===== src/core/vsw_pkg.sv =====
// Purpose: shared constants for the video switch control register bank
// Assumes: 40 MHz core clock, byte-wide registers reached over a two-wire serial slave
// Notes:   offsets, reset values and field positions live here only
package vsw_pkg;
	// clock and hot-plug pulse timing
	localparam int unsigned CLK_KHZ         = 40000;
	localparam int unsigned HPD_STEP_MS     = 24;
	localparam int unsigned HPD_STEP_CYCLES = HPD_STEP_MS * CLK_KHZ;

	// serial slave address: five fixed upper bits, two from pins
	localparam logic [4:0] SLAVE_ADDR_HI = 5'h12;

	// register offsets
	localparam logic [7:0] ADDR_CHANNEL_SELECT_CTRL     = 8'h00;
	localparam logic [7:0] ADDR_OUTPUT_LINK_CTRL        = 8'h01;
	localparam logic [7:0] ADDR_INPUT_LINK_CTRL         = 8'h02;
	localparam logic [7:0] ADDR_INPUT_TERMINATION_CTRL  = 8'h03;
	localparam logic [7:0] ADDR_SIDE_BUFFER_ENABLES     = 8'h04;
	localparam logic [7:0] ADDR_HOTPLUG_PULSE_WIDTH     = 8'h05;
	localparam logic [7:0] ADDR_HOTPLUG_MANUAL_OVERRIDE = 8'h06;

	// reset values
	localparam logic [7:0] RST_CHANNEL_SELECT_CTRL     = 8'h00;
	localparam logic [7:0] RST_OUTPUT_LINK_CTRL        = 8'h07;
	localparam logic [7:0] RST_INPUT_LINK_CTRL         = 8'h02;
	localparam logic [7:0] RST_INPUT_TERMINATION_CTRL  = 8'h0f;
	localparam logic [7:0] RST_SIDE_BUFFER_ENABLES     = 8'h07;
	localparam logic [7:0] RST_HOTPLUG_PULSE_WIDTH     = 8'h05;
	localparam logic [7:0] RST_HOTPLUG_MANUAL_OVERRIDE = 8'h00;

	// implemented bits of each register
	localparam logic [7:0] MASK_CHANNEL_SELECT_CTRL     = 8'h07;
	localparam logic [7:0] MASK_OUTPUT_LINK_CTRL        = 8'h0f;
	localparam logic [7:0] MASK_INPUT_LINK_CTRL         = 8'h03;
	localparam logic [7:0] MASK_INPUT_TERMINATION_CTRL  = 8'hff;
	localparam logic [7:0] MASK_SIDE_BUFFER_ENABLES     = 8'h07;
	localparam logic [7:0] MASK_HOTPLUG_PULSE_WIDTH     = 8'hff;
	localparam logic [7:0] MASK_HOTPLUG_MANUAL_OVERRIDE = 8'h1f;

	// field positions
	localparam int unsigned BIT_INPUT_CHOICE_SOURCE        = 2;
	localparam int unsigned BIT_OUTPUT_ENABLE_SOURCE       = 3;
	localparam int unsigned BIT_OUTPUT_ENABLE              = 2;
	localparam int unsigned BIT_OUTPUT_DRIVE_LEVEL         = 1;
	localparam int unsigned BIT_OUTPUT_TERMINATION_ON      = 0;
	localparam int unsigned BIT_BOOST_LEVEL_SELECT         = 1;
	localparam int unsigned BIT_INPUT_POLARITY_INVERT      = 0;
	localparam int unsigned BIT_DISPLAY_CHANNEL_BUFFER_ON  = 1;
	localparam int unsigned BIT_CONSUMER_CONTROL_BUFFER_ON = 0;
	localparam int unsigned BIT_HOTPLUG_MODE_SELECT        = 4;

	localparam logic [3:0] TERM_MODE_MANUAL = 4'hf;
	localparam logic [2:0] BIT_CNT_LAST     = 3'h7;
endpackage


===== src/core/vsw_ctrl_top.sv =====
// Purpose: control register bank of a four-input video link switch with serial slave access
// Assumes: scl/sda and all pins synchronous to clk; scl well below clk/4
// Notes:   open-drain lines appear as out/oe pairs, oe high while pulling low
// Functional notes
// channel source 0: select pins choose the input, register field ignored
// channel source 1: register field 00..11 picks input A..D
// output control bit 3 picks output enable source: pin or register
// with register source, enable bit 2 disables at 0, enables at 1
// output control bit 1 selects lower or higher drive current
// output control bit 0 switches output termination off or on
// input control bit 1 selects low or high equalizer boost
// input control bit 0 selects standard or inverted input polarity
// termination upper nibble: 0000 automatic, 1111 manual from lower nibble
// manual termination: lower nibble bit n enables termination on input n
// buffer register bit 1 disables or enables the display channel buffer
// buffer register bit 0 disables or enables the consumer control buffer
// hot-plug pulse duration equals width register times 24 ms step
// override bit 4 picks automatic pulsing or manual nibble control
// manual mode: each set nibble bit pulls one hot-plug output low
// automatic mode: outputs released, pulsed low on every channel change
// automatic termination: only the selected input is terminated
// serial slave address is 10010 then two address pins
// low register reset pin restores all registers to defaults
// unused bits read zero, ignore writes; written bits hold; side buffer bit 2 drives nothing but is writable and reads back
`timescale 1ns/100ps
`default_nettype none
module vsw_ctrl_top #(
	parameter int unsigned HPD_STEP_CYCLES = vsw_pkg::HPD_STEP_CYCLES
) (
	input  wire logic       clk,
	input  wire logic       rst,
	input  wire logic       register_reset_n,
	input  wire logic [1:0] slave_addr_pins,
	input  wire logic       scl_in,
	input  wire logic       sda_in,
	output logic            sda_out,
	output logic            sda_oe,
	input  wire logic [1:0] input_select_pins,
	input  wire logic       output_enable_pin,
	output logic [1:0]      active_input,
	output logic            output_enable,
	output logic            output_drive_level,
	output logic            output_termination_on,
	output logic            boost_level_select,
	output logic            input_polarity_invert,
	output logic [3:0]      input_termination_on,
	output logic            display_channel_buffer_on,
	output logic            consumer_control_buffer_on,
	output logic [3:0]      hotplug_out,
	output logic [3:0]      hotplug_oe
);
	typedef enum logic [3:0] {
		ST_IDLE, ST_DEVADDR, ST_ACK_DEV, ST_REGADDR, ST_ACK_REG,
		ST_WRITE, ST_ACK_WR, ST_READ, ST_WAIT_MACK, ST_READ_LOAD
	} vsw_state_t;

	vsw_state_t  state_q;
	logic        scl_q;
	logic        sda_q;
	logic [7:0]  shift_q;
	logic [2:0]  bit_cnt_q;
	logic        rw_q;
	logic        ack_on_q;
	logic [7:0]  ptr_q;
	logic        sda_oe_q;

	logic [7:0]  channel_select_ctrl_q;
	logic [7:0]  output_link_ctrl_q;
	logic [7:0]  input_link_ctrl_q;
	logic [7:0]  input_termination_ctrl_q;
	logic [7:0]  side_buffer_enables_q;
	logic [7:0]  hotplug_pulse_width_q;
	logic [7:0]  hotplug_manual_override_q;

	logic [1:0]  active_input_q;
	logic [1:0]  sel_d;
	logic        sel_valid_q;
	logic        chan_change;
	logic        pulse_active;
	logic [3:0]  auto_term;
	logic [7:0]  rd_data;
	logic [7:0]  rx_byte;
	logic        scl_rise;
	logic        scl_fall;
	logic        start_cond;
	logic        stop_cond;
	logic        byte_done;
	logic        wr_fire;
	logic [3:0]  term_mode_field;
	logic [3:0]  termination_manual_mask;
	logic [3:0]  hotplug_manual_mask;
	logic        hotplug_mode_select;
	logic        input_choice_source;

	// bus condition detection on sampled lines
	assign scl_rise   = scl_in & ~scl_q;
	assign scl_fall   = ~scl_in & scl_q;
	assign start_cond = scl_in & scl_q & sda_q & ~sda_in;
	assign stop_cond  = scl_in & scl_q & ~sda_q & sda_in;
	assign rx_byte    = {shift_q[6:0], sda_in};
	assign byte_done  = scl_rise & (bit_cnt_q == vsw_pkg::BIT_CNT_LAST);
	assign wr_fire    = (state_q == ST_WRITE) & byte_done;

	always_ff @(posedge clk or posedge rst) begin
		if (rst) begin
			scl_q <= 1'b1;
			sda_q <= 1'b1;
		end else begin
			scl_q <= scl_in;
			sda_q <= sda_in;
		end
	end

	// serial slave protocol engine
	always_ff @(posedge clk or posedge rst) begin
		if (rst) begin
			state_q   <= ST_IDLE;
			shift_q   <= 8'h00;
			bit_cnt_q <= 3'h0;
			rw_q      <= 1'b0;
			ack_on_q  <= 1'b0;
			ptr_q     <= 8'h00;
			sda_oe_q  <= 1'b0;
		end else if (start_cond) begin
			// repeated start may cut in anywhere, even mid-byte
			state_q   <= ST_DEVADDR;
			bit_cnt_q <= 3'h0;
			ack_on_q  <= 1'b0;
			sda_oe_q  <= 1'b0;
		end else if (stop_cond) begin
			state_q  <= ST_IDLE;
			ack_on_q <= 1'b0;
			sda_oe_q <= 1'b0;
		end else begin
			unique case (state_q)
				ST_IDLE: begin
					sda_oe_q <= 1'b0;
				end
				ST_DEVADDR, ST_REGADDR, ST_WRITE: begin
					if (scl_rise) begin
						shift_q   <= rx_byte;
						bit_cnt_q <= bit_cnt_q + 3'h1;
					end
					if (byte_done) begin
						if (state_q == ST_DEVADDR) begin
							if (rx_byte[7:1] == {vsw_pkg::SLAVE_ADDR_HI, slave_addr_pins}) begin
								state_q <= ST_ACK_DEV;
								rw_q    <= rx_byte[0];
							end else begin
								state_q <= ST_IDLE;
							end
						end else if (state_q == ST_REGADDR) begin
							ptr_q   <= rx_byte;
							state_q <= ST_ACK_REG;
						end else begin
							ptr_q   <= ptr_q + 8'h01;
							state_q <= ST_ACK_WR;
						end
					end
				end
				ST_ACK_DEV, ST_ACK_REG, ST_ACK_WR: begin
					if (scl_fall) begin
						if (!ack_on_q) begin
							ack_on_q <= 1'b1;
							sda_oe_q <= 1'b1;
						end else begin
							ack_on_q  <= 1'b0;
							bit_cnt_q <= 3'h0;
							if (state_q == ST_ACK_DEV && rw_q) begin
								state_q  <= ST_READ;
								shift_q  <= rd_data;
								sda_oe_q <= ~rd_data[7];
							end else begin
								state_q  <= (state_q == ST_ACK_DEV) ? ST_REGADDR : ST_WRITE;
								sda_oe_q <= 1'b0;
							end
						end
					end
				end
				ST_READ: begin
					if (scl_fall) begin
						if (bit_cnt_q == vsw_pkg::BIT_CNT_LAST) begin
							sda_oe_q <= 1'b0;
							state_q  <= ST_WAIT_MACK;
							ptr_q    <= ptr_q + 8'h01;
						end else begin
							sda_oe_q  <= ~shift_q[6];
							shift_q   <= {shift_q[6:0], 1'b0};
							bit_cnt_q <= bit_cnt_q + 3'h1;
						end
					end
				end
				ST_WAIT_MACK: begin
					// master nack ends the read; bus waits for stop or start
					if (scl_rise) begin
						state_q <= sda_in ? ST_IDLE : ST_READ_LOAD;
					end
				end
				ST_READ_LOAD: begin
					if (scl_fall) begin
						state_q   <= ST_READ;
						bit_cnt_q <= 3'h0;
						shift_q   <= rd_data;
						sda_oe_q  <= ~rd_data[7];
					end
				end
				default: begin
					state_q <= ST_IDLE;
				end
			endcase
		end
	end

	assign sda_out = 1'b0;
	assign sda_oe  = sda_oe_q;

	// register file; the reset pin synchronously reloads the reset values
	always_ff @(posedge clk or posedge rst) begin
		if (rst) begin
			channel_select_ctrl_q     <= vsw_pkg::RST_CHANNEL_SELECT_CTRL;
			output_link_ctrl_q        <= vsw_pkg::RST_OUTPUT_LINK_CTRL;
			input_link_ctrl_q         <= vsw_pkg::RST_INPUT_LINK_CTRL;
			input_termination_ctrl_q  <= vsw_pkg::RST_INPUT_TERMINATION_CTRL;
			side_buffer_enables_q     <= vsw_pkg::RST_SIDE_BUFFER_ENABLES;
			hotplug_pulse_width_q     <= vsw_pkg::RST_HOTPLUG_PULSE_WIDTH;
			hotplug_manual_override_q <= vsw_pkg::RST_HOTPLUG_MANUAL_OVERRIDE;
		end else if (!register_reset_n) begin
			channel_select_ctrl_q     <= vsw_pkg::RST_CHANNEL_SELECT_CTRL;
			output_link_ctrl_q        <= vsw_pkg::RST_OUTPUT_LINK_CTRL;
			input_link_ctrl_q         <= vsw_pkg::RST_INPUT_LINK_CTRL;
			input_termination_ctrl_q  <= vsw_pkg::RST_INPUT_TERMINATION_CTRL;
			side_buffer_enables_q     <= vsw_pkg::RST_SIDE_BUFFER_ENABLES;
			hotplug_pulse_width_q     <= vsw_pkg::RST_HOTPLUG_PULSE_WIDTH;
			hotplug_manual_override_q <= vsw_pkg::RST_HOTPLUG_MANUAL_OVERRIDE;
		end else if (wr_fire) begin
			// unmapped offsets and unused bits drop the write
			unique case (ptr_q)
				vsw_pkg::ADDR_CHANNEL_SELECT_CTRL:
					channel_select_ctrl_q <= rx_byte & vsw_pkg::MASK_CHANNEL_SELECT_CTRL;
				vsw_pkg::ADDR_OUTPUT_LINK_CTRL:
					output_link_ctrl_q <= rx_byte & vsw_pkg::MASK_OUTPUT_LINK_CTRL;
				vsw_pkg::ADDR_INPUT_LINK_CTRL:
					input_link_ctrl_q <= rx_byte & vsw_pkg::MASK_INPUT_LINK_CTRL;
				vsw_pkg::ADDR_INPUT_TERMINATION_CTRL:
					input_termination_ctrl_q <= rx_byte & vsw_pkg::MASK_INPUT_TERMINATION_CTRL;
				vsw_pkg::ADDR_SIDE_BUFFER_ENABLES:
					side_buffer_enables_q <= rx_byte & vsw_pkg::MASK_SIDE_BUFFER_ENABLES;
				vsw_pkg::ADDR_HOTPLUG_PULSE_WIDTH:
					hotplug_pulse_width_q <= rx_byte & vsw_pkg::MASK_HOTPLUG_PULSE_WIDTH;
				vsw_pkg::ADDR_HOTPLUG_MANUAL_OVERRIDE:
					hotplug_manual_override_q <= rx_byte & vsw_pkg::MASK_HOTPLUG_MANUAL_OVERRIDE;
				default: begin
				end
			endcase
		end
	end

	// read mux; unmapped offsets read zero
	always_comb begin
		unique case (ptr_q)
			vsw_pkg::ADDR_CHANNEL_SELECT_CTRL:     rd_data = channel_select_ctrl_q;
			vsw_pkg::ADDR_OUTPUT_LINK_CTRL:        rd_data = output_link_ctrl_q;
			vsw_pkg::ADDR_INPUT_LINK_CTRL:         rd_data = input_link_ctrl_q;
			vsw_pkg::ADDR_INPUT_TERMINATION_CTRL:  rd_data = input_termination_ctrl_q;
			vsw_pkg::ADDR_SIDE_BUFFER_ENABLES:     rd_data = side_buffer_enables_q;
			vsw_pkg::ADDR_HOTPLUG_PULSE_WIDTH:     rd_data = hotplug_pulse_width_q;
			vsw_pkg::ADDR_HOTPLUG_MANUAL_OVERRIDE: rd_data = hotplug_manual_override_q;
			default:                               rd_data = 8'h00;
		endcase
	end

	assign input_choice_source     = channel_select_ctrl_q[vsw_pkg::BIT_INPUT_CHOICE_SOURCE];
	assign term_mode_field         = input_termination_ctrl_q[7:4];
	assign termination_manual_mask = input_termination_ctrl_q[3:0];
	assign hotplug_manual_mask     = hotplug_manual_override_q[3:0];
	assign hotplug_mode_select     = hotplug_manual_override_q[vsw_pkg::BIT_HOTPLUG_MODE_SELECT];

	// input selection: pins or register field
	assign sel_d = input_choice_source ? channel_select_ctrl_q[1:0]
	                                   : input_select_pins;

	// first cycle after reset is not a channel change
	always_ff @(posedge clk or posedge rst) begin
		if (rst) begin
			active_input_q <= 2'h0;
			sel_valid_q    <= 1'b0;
		end else begin
			active_input_q <= sel_d;
			sel_valid_q    <= 1'b1;
		end
	end

	assign chan_change = sel_valid_q & (sel_d != active_input_q);

	vsw_onehot_dec #(
		.W (2)
	) u_term_dec (
		.idx    (active_input_q),
		.onehot (auto_term)
	);

	vsw_hpd_timer #(
		.STEP_CYCLES (HPD_STEP_CYCLES)
	) u_hpd_timer (
		.clk     (clk),
		.rst     (rst),
		.trigger (chan_change & ~hotplug_mode_select),
		.width   (hotplug_pulse_width_q),
		.active  (pulse_active)
	);

	// registered control outputs
	always_ff @(posedge clk or posedge rst) begin
		if (rst) begin
			output_enable              <= 1'b0;
			output_drive_level         <= 1'b0;
			output_termination_on      <= 1'b0;
			boost_level_select         <= 1'b0;
			input_polarity_invert      <= 1'b0;
			input_termination_on       <= 4'h0;
			display_channel_buffer_on  <= 1'b0;
			consumer_control_buffer_on <= 1'b0;
			hotplug_oe                 <= 4'h0;
		end else begin
			if (output_link_ctrl_q[vsw_pkg::BIT_OUTPUT_ENABLE_SOURCE]) begin
				output_enable <= output_link_ctrl_q[vsw_pkg::BIT_OUTPUT_ENABLE];
			end else begin
				output_enable <= output_enable_pin;
			end
			output_drive_level         <= output_link_ctrl_q[vsw_pkg::BIT_OUTPUT_DRIVE_LEVEL];
			output_termination_on      <= output_link_ctrl_q[vsw_pkg::BIT_OUTPUT_TERMINATION_ON];
			boost_level_select         <= input_link_ctrl_q[vsw_pkg::BIT_BOOST_LEVEL_SELECT];
			input_polarity_invert      <= input_link_ctrl_q[vsw_pkg::BIT_INPUT_POLARITY_INVERT];
			// any mode code other than all ones falls back to automatic
			if (term_mode_field == vsw_pkg::TERM_MODE_MANUAL) begin
				input_termination_on <= termination_manual_mask;
			end else begin
				input_termination_on <= auto_term;
			end
			display_channel_buffer_on  <= side_buffer_enables_q[vsw_pkg::BIT_DISPLAY_CHANNEL_BUFFER_ON];
			consumer_control_buffer_on <= side_buffer_enables_q[vsw_pkg::BIT_CONSUMER_CONTROL_BUFFER_ON];
			if (hotplug_mode_select) begin
				hotplug_oe <= hotplug_manual_mask;
			end else begin
				hotplug_oe <= {4{pulse_active}};
			end
		end
	end

	assign active_input = active_input_q;
	assign hotplug_out  = 4'h0;
endmodule
`default_nettype wire


===== src/core/vsw_onehot_dec.sv =====
// Purpose: binary index to one-hot decoder
// Assumes: out width is two to the power of the index width
// Notes:   purely combinational
`timescale 1ns/100ps
`default_nettype none
module vsw_onehot_dec #(
	parameter int unsigned W = 2
) (
	input  wire logic [W-1:0]      idx,
	output logic      [(1<<W)-1:0] onehot
);
	always_comb begin
		onehot = '0;
		onehot[idx] = 1'b1;
	end
endmodule
`default_nettype wire


===== src/core/vsw_hpd_timer.sv =====
// Purpose: hot-plug low pulse of width units times a fixed step
// Assumes: trigger is a one-cycle pulse
// Notes:   a new trigger restarts the pulse; width zero gives no pulse
`timescale 1ns/100ps
`default_nettype none
module vsw_hpd_timer #(
	parameter int unsigned STEP_CYCLES = vsw_pkg::HPD_STEP_CYCLES
) (
	input  wire logic       clk,
	input  wire logic       rst,
	input  wire logic       trigger,
	input  wire logic [7:0] width,
	output logic            active
);
	localparam int unsigned CW = $clog2(STEP_CYCLES + 1);
	localparam logic [CW-1:0] STEP_LAST = CW'(STEP_CYCLES - 1);

	logic [CW-1:0] step_q;
	logic [7:0]    units_q;

	// pulse length is width times the step count
	always_ff @(posedge clk or posedge rst) begin
		if (rst) begin
			step_q  <= '0;
			units_q <= 8'h00;
		end else if (trigger) begin
			step_q  <= '0;
			units_q <= width;
		end else if (units_q != 8'h00) begin
			if (step_q == STEP_LAST) begin
				step_q  <= '0;
				units_q <= units_q - 8'h01;
			end else begin
				step_q <= step_q + CW'(1);
			end
		end
	end

	assign active = (units_q != 8'h00);
endmodule
`default_nettype wire


===== config.mk =====
export PLATFORM = sky130hd
export DESIGN_NAME = vsw_ctrl_top
export DESIGN_NICKNAME = d
export VERILOG_FILES = /design/src/core/vsw_pkg.sv /design/src/core/vsw_ctrl_top.sv /design/src/core/vsw_onehot_dec.sv /design/src/core/vsw_hpd_timer.sv
export SDC_FILE = /design/constraint.sdc
export NUM_CORES = 1
export LEC_CHECK = 0
export BUFFER_PORTS_ARGS = -buffer_cell sky130_fd_sc_hd__buf_4
export CORE_ASPECT_RATIO = 0.7
export CORE_MARGIN = 2
export CORE_UTILIZATION = 55
export CTS_CLUSTER_SIZE = 24
export DETAILED_ROUTE_END_ITERATION = 8
export PLACE_DENSITY = 0.87
export SETUP_SLACK_MARGIN = 0.15
export SYNTH_ARGS = -nofsm -noshare
export SYNTH_HDL_FRONTEND = slang
export SYNTH_SLANG_ARGS = --single-unit

===== constraint.sdc =====
create_clock -name clk -period 3.15 [get_ports clk]
set_input_delay 0.63 -clock clk [delete_from_list [all_inputs] [get_ports clk]]
set_output_delay 0.63 -clock clk [all_outputs]
set_load 0.01 [all_outputs]

### Word-level counts from Yosys, hierarchy flattened

Cells that the tools add are included.

| storage, ports and cells | value |
|---|---|
| register bits after elaboration | 129 |
| input bits | 10 |
| memory bits (writable) | 0 |
| latch bits | 0 |
| memory bits (read-only) | 0 |
| output and inout port bits | 23 |
| memories | 0 |

| cells by class | value |
|---|---|
| multiply operators | 0 |
| shifts and indexed selects | 0 |
| add/sub/neg operators | 4 |
| eq/ne operators | 53 |
| muxes and demuxes | 87 |
| divide/modulo/power cells | 0 |
| reduce and logical (&&, ||, !) cells | 30 |
| magnitude comparators | 2 |
| bitwise gates (word level) | 20 |

Operators by type and width:

| operator | count |
|---|---|
| two-way mux 8 bit | 29 |
| two-way mux 20 bit | 3 |
| one-hot mux 8 bit (7 select lines) | 1 |
| two-way mux 4 bit | 13 |
| two-way mux 7 bit | 7 |
| two-way mux 3 bit | 10 |
| inequality test 4 bit (second input constant) | 7 |
| one-hot mux 7 bit (4 select lines) | 1 |
| equality test 8 x 3 -> 1 bit (second input constant) | 3 |
| one-hot mux 4 bit (6 select lines) | 1 |
| inequality test 2 bit (second input constant) | 11 |
| inequality test 3 bit (second input constant) | 7 |
| adder 20 x 1 -> 20 bit (second input constant) | 1 |
| equality test 20 bit (second input constant) | 1 |
| AND reduction 2 bit | 9 |
| equality test 4 x 3 -> 1 bit (second input constant) | 4 |
| equality test 8 x 2 -> 1 bit (second input constant) | 2 |
| inequality test 2 x 1 -> 1 bit (second input constant) | 8 |
| one-hot mux 8 bit (2 select lines) | 1 |
| AND reduction 8 bit | 2 |
| two-way mux 1 bit | 15 |
| equality test 4 bit (second input constant) | 3 |
| one-hot mux 3 bit (4 select lines) | 1 |
| bitwise AND 1 bit | 11 |
| other kinds (29) | 45 |

### Longest topological paths before layout

| depth | value |
|---|---|
| word-level depth | 9 |
| mapped depth | 8 |
| gate-level depth less buffers | 7 |

### Hierarchy

From an unflattened synthesis, not the netlist that was laid out.

| unflattened totals | value |
|---|---|
| cell total of the unflattened synthesis | 618 |
| area total of the unflattened synthesis | 6029.5 µm² |

By module, submodules not included:

| module | area each (µm²) | instances | cells an instance | sequential area each (µm²) |
|---|---|---|---|---|
| vsw_ctrl_top | 4301.6 | 1 | 425 | 1970.6 |
| vsw_hpd_timer | 1701.6 | 1 | 189 | 700.7 |
| vsw_onehot_dec | 26.3 | 1 | 4 | 0.0 |

### Least setup slack after synthesis

No wires, ideal clock.

| timing | value |
|---|---|
| path type | input port to flip-flop |
| start | in scl_in |
| end | reg shift_q[0] |
| data required time | 3.025 ns |
| stages on the path | 7 |
| slack | 0.928 ns |
| data arrival time | 2.097 ns |
| cell sequence | clkbuf_1 > nor2b_1 > o211ai_1 > a32oi_1 > and4_1 > buf_2 > mux2_2 |

| on the way | value |
|---|---|
| word-level cells in the longest chain between the ends | 5 |
| elaborated cells on any way between the ends | 15 |
| those cells by class | eq/ne: 4; bitwise: 10; reduce/logical: 1 |

Ends and longest elaborated chain:

| item | RTL line | source |
|---|---|---|
| from (decl) | vsw_ctrl_top.sv:34 | `input wire logic scl_in,` |
| bitwise AND 1 bit | vsw_ctrl_top.sv:98, vsw_ctrl_top.sv:99 |  |
| bitwise AND 1 bit (on tied branches) (2 in a row) | vsw_ctrl_top.sv:99, vsw_ctrl_top.sv:98 |  |
| inverter 1 bit (no line) | - |  |
| AND reduction 10 bit (no line) * | - |  |
| to (signal assigned) | vsw_ctrl_top.sv:141 | `shift_q <= rx_byte;` |
| to (signal assigned) | vsw_ctrl_top.sv:171 | `shift_q <= rd_data;` |
| to (signal assigned) | vsw_ctrl_top.sv:188 | `shift_q <= {shift_q[6:0], 1'b0};` |
| to (decl) | vsw_ctrl_top.sv:60 | `logic [7:0] shift_q;` |

Mark *: on every way between the ends. The rest lies on a longest branch, timed or not.
A chain may end at the register's enable or synchronous reset.

### Worst setup path after layout

| timing | value |
|---|---|
| start | reg ptr_q[1] |
| end | reg shift_q[0] |

| on the way | value |
|---|---|
| word-level cells in the longest chain between the ends | 6 |
| elaborated cells on any way between the ends | 13 |
| those cells by class | eq/ne: 6; mux: 6; reduce/logical: 1 |

Ends and longest elaborated chain:

| item | RTL line | source |
|---|---|---|
| from (decl) | vsw_ctrl_top.sv:64 | `logic [7:0] ptr_q;` |
| from (signal assigned) | vsw_ctrl_top.sv:153 | `ptr_q <= rx_byte;` |
| from (signal assigned) | vsw_ctrl_top.sv:156 | `ptr_q <= ptr_q + 8'h01;` |
| from (signal assigned) | vsw_ctrl_top.sv:185 | `ptr_q <= ptr_q + 8'h01;` |
| equality test 8 x 3 -> 1 bit (tied with other cells) | vsw_ctrl_top.sv:260 | `unique case (ptr_q)` |
| one-hot mux 8 bit (7 select lines) * | vsw_ctrl_top.sv:260 |  |
| two-way mux 7 bit | vsw_ctrl_top.sv:169 | `if (state_q == ST_ACK_DEV && rw_q) begin` |
| two-way mux 7 bit | vsw_ctrl_top.sv:163 | `if (!ack_on_q) begin` |
| two-way mux 7 bit | vsw_ctrl_top.sv:162 | `if (scl_fall) begin` |
| one-hot mux 7 bit (4 select lines) * | vsw_ctrl_top.sv:135 | `unique case (state_q)` |

Mark *: on every way between the ends. The rest lies on a longest branch, timed or not. The select of a mux whose other input is x is not followed.

==> run_results.csv <==
group,metric,value,unit
worst_setup_path,worstPathBufferInverterCount,1,
cts,cts.sinks,106,
placed_design,gp_congestion,0.9438,
worst_setup_path,setup.worst_path.end_class,"flop",
grt,grt_util_met3,5.000,%
timing,setup_tns_final,0,ns
timing,finalHoldViolCount,0,
grt,global_route.peak_usage_layer,"met1",
timing,grt_setup_unrepaired,"no",
run_status,failed_checks,"design-rule violations",
worst_setup_path,stages_on_the_worst_setup_path,6,
timing,final_setup_violating_endpoints,0,
logic_synthesis,ys.flop_type,"dfrtp_1",
grt,number_of_global_route_vias_before_repair,4624,
placed_design,numPortBuffers,27,
logic_synthesis,mean_post_synth_cell_area,9.532,um^2
placed_design,post-dp-hpwl,9601,um
grt,grt_max_degree,107,
grt,overall_global_routing_resource_usage,25.34,%
detailed_routing,route.detailed.drc,6,
worst_setup_path,setup.worst_path.class,"flop to flop",
worst_setup_path,cp_startpoint,"ptr_q[1]",
logic_synthesis,yosys.cell_types.count,65,
floorplan,rows,31,
logic_synthesis,synth_enable_flop_cells,0,
worst_setup_path,crit_path_cell_trace,"inv_1, ha_1, nor3_1, a2111oi_2, a22o_1, mux2_2",
worst_setup_path,critPathArrivalTime,2.93,ns
worst_setup_path,critical_path.slowest_cell,"a2111oi_2",
floorplan,floorplan.initialDensity,56.45,%
worst_setup_path,critical_path_fanouts_max,16,
logic_synthesis,asyncSetResetFlopFracSynth,100.0,%
cts,postCtsSetupRepairBufs,0,
cts,clock-root-buffer,"clkbuf_16",
cells_and_area,layout-drive-gt1-share,15.38,%
power_and_ir_drop,total_power,2.916,mW
cts,clk_path_buf_depth,2,
cts,post_cts_hold_buffer_count,0,
logic_synthesis,seq_area_frac_synth,45.86,%
cells_and_area,layout_cell_area_excl_fill,6389,um^2
job,max-cap-violations,0,
timing,worst_clock_skew,0.009020,ns
cells_and_area,layout_area_growth_over_synthesis,9.689,%
cells_and_area,antenna_cells,0,
min_path,path_class_of_the_lowest_slack_min_delay_path,"input port to asynchronous set/reset pin",
cts,cts_buffers,9,
run_status,outcome,"complete, but fails checks",
logic_synthesis,synth_cells,611,
timing,worst_slew_margin_rel,42.48,%
detailed_routing,drt_wl_total,13950,um
detailed_routing,vias,4891,
floorplan,floorplan.die_area,11440,um^2
power_and_ir_drop,p_leak,2.726,nW
cts,clock_tree.htree_level_count,3,
detailed_routing,routed_via_density,6.470,
timing,slew_violations,0,
grt,grt_util_met1,37.62,%
cts,postCtsResizedCells,0,
logic_synthesis,yosys_register_bits,106,
grt,antenna_found_initial,0,
worst_setup_path,endpoint,"shift_q[0]",
detailed_routing,wl_per_instance,18.45,um
placed_design,placed_cell_area,6093,um^2
detailed_routing,final_antenna_net_count,0,
cts,cts.clk_slew.worst_paths,0.08,ns
timing,max_slew.worst_pin.slew,0.8612,ns
worst_setup_path,timing.rr.start,"ptr_q[1]",
worst_setup_path,timing.reg2reg.worst_path_depth,6,
cells_and_area,fin_nets,637,
floorplan,die_width,127.0,um
power_and_ir_drop,vdd_ir_drop_max,0.2710,mV
logic_synthesis,syn_area,5824,um^2
timing,final_worst_path_period_share,83.79,%
worst_setup_path,r2r-end,"shift_q[0]",
timing,timing.final.crit_period,2.639,ns
cts,cts_tree,"built",
worst_setup_path,cp_slowest_stage_delay,0.85,ns
grt,grt_pass1_wl,23460,um
floorplan,num_io_pins,33,
floorplan,die_height,90.10,um
timing,timing.fmax,378.9,MHz
grt,global_routing_usage_on_met2,37.10,%
floorplan,core-area,10320,um^2
grt,global_route.overflow_total,0,
worst_setup_path,r2r_slack,0.51,ns
detailed_routing,drtIter0Drc,633,
power_and_ir_drop,power.density_cell_area,456.4,nW/um^2
detailed_routing,firstDrtPassIters,9,
worst_setup_path,worst-endpoint-required,3.44,ns
worst_setup_path,critical_path.top_delay_family,"compound AO/OA/AOI/OAI gates",
cts,clk_latency,0.35,ns
worst_setup_path,cp-start-kind,"flop",
logic_synthesis,yosys_warnings,0,
layer usage:
layer / part of all wire, % / vias to the layer above
li1: - / 2230
met1: 44 / 2379
met2: 45 / 254
met3: 9.2 / 26
met4: 1.3 / 2
met5: 0.24 / -
cells in the mapped netlist (14+ instances only):
cell | n | share of area [%]
a21oi_1 | 31 | 2.7
a22o_1 | 14 | 2.1
clkbuf_1 | 27 | 1.7
dfrtp_1 | 91 | 39
dfstp_2 | 15 | 6.8
inv_1 | 19 | 1.2
mux2i_1 | 31 | 5.3
nand2_1 | 74 | 4.8
nand3_1 | 39 | 3.4
nand4_1 | 14 | 1.5
nor2_1 | 30 | 1.9
o21ai_0 | 39 | 3.4
state kept, by name, summed over array words and instances, names as in the netlist, 2 cells and up:
| signal | count |
|---|---|
| active_input | 2 |
| bit_cnt_q | 3 |
| channel_select_ctrl_q | 3 |
| hotplug_manual_override_q | 5 |
| hotplug_oe | 4 |
| hotplug_pulse_width_q | 8 |
| input_link_ctrl_q | 2 |
| input_termination_ctrl_q | 8 |
| input_termination_on | 4 |
| output_link_ctrl_q | 4 |
| ptr_q | 8 |
| shift_q | 7 |
| side_buffer_enables_q | 3 |
| state_q | 4 |
| u_hpd_timer.step_q | 20 |
| u_hpd_timer.units_q | 8 |
worst min-delay path: cells and delay by family:
family                 cells  cell delay [ns]
buffers and inverters      3             0.60
area by class of cell:
cell class | count | area (um^2)
fillers | 773 | 3929
multi-input cells | 448 | 2907
flip-flops and latches | 106 | 2671
repair buffers | 35 | 275.3
clock buffers | 10 | 239.0
well taps | 132 | 165.2
inverters | 19 | 75.07
clock inverters | 6 | 56.30
logic make-up (layout without fill, tap and decap cells):
group                    count (synthesis)  after routing  synth area share (%)
adder cells (fa/ha/maj)                  8              8                 1.719
XOR/XNOR                                19             19                 2.857
AND/OR/NAND/NOR                        243            243                 22.96
buffers and inverters                   61             70                 4.490
AO/OA/AOI/OAI                          129            129                 14.33
flip-flops                             106            106                 45.86
multiplexers                            43             43                 7.648
other                                    2              6                0.1289
worst min path at each step:
stage,startpoint,to,slack (ns),depth (start not counted)
floorplan,input_link_ctrl_q[0],input_polarity_invert,0.37,0
global placement,input_link_ctrl_q[0],input_polarity_invert,0.39,0
detailed placement,input_link_ctrl_q[1],boost_level_select,0.41,0
CTS,input_link_ctrl_q[1],boost_level_select,0.42,0
global route,input_link_ctrl_q[1],boost_level_select,0.42,0
finish,rst,state_q[2],0.42,3
cell usage in the layout, fill, tap and decap left out, drive strengths merged, types with 7 or more instances in the layout:
master / instances
inv: 22
ha: 8
xor2: 13
dfstp: 15
dfrtp: 91
mux2i: 31
a22o: 14
nand3: 41
o21ai: 39
nand2: 74
nand4: 15
nor2: 30
or4: 9
nor2b: 9
o22ai: 7
mux2: 12
nor3: 11
a21oi: 31
buf: 35
nor4: 8
clkbuf: 10
where the power goes:
part | total, mW | internal [mW] | switching, mW | leakage (nW)
combinational | 0.299 | 0.125 | 0.173 | 1.24
clock | 1.11 | 0.577 | 0.537 | 0.144
sequential | 1.50 | 1.42 | 0.0814 | 1.34
total | 2.92 | 2.12 | 0.791 | 2.73
stage by stage:
step	setup WS, ns	cells	hold slack [ns]	util (%)
after global routing	0.3922	756	0.4239	61.92
after floorplan	0.9284	615	0.3738	-
after CTS	0.5743	756	0.4159	61.92
after global placement	0.7791	740	0.3934	59.06
final	0.5107	756	0.4177	61.92
after detailed placement	0.6031	740	0.4061	59.06
(Power assumes the default switching activity.)
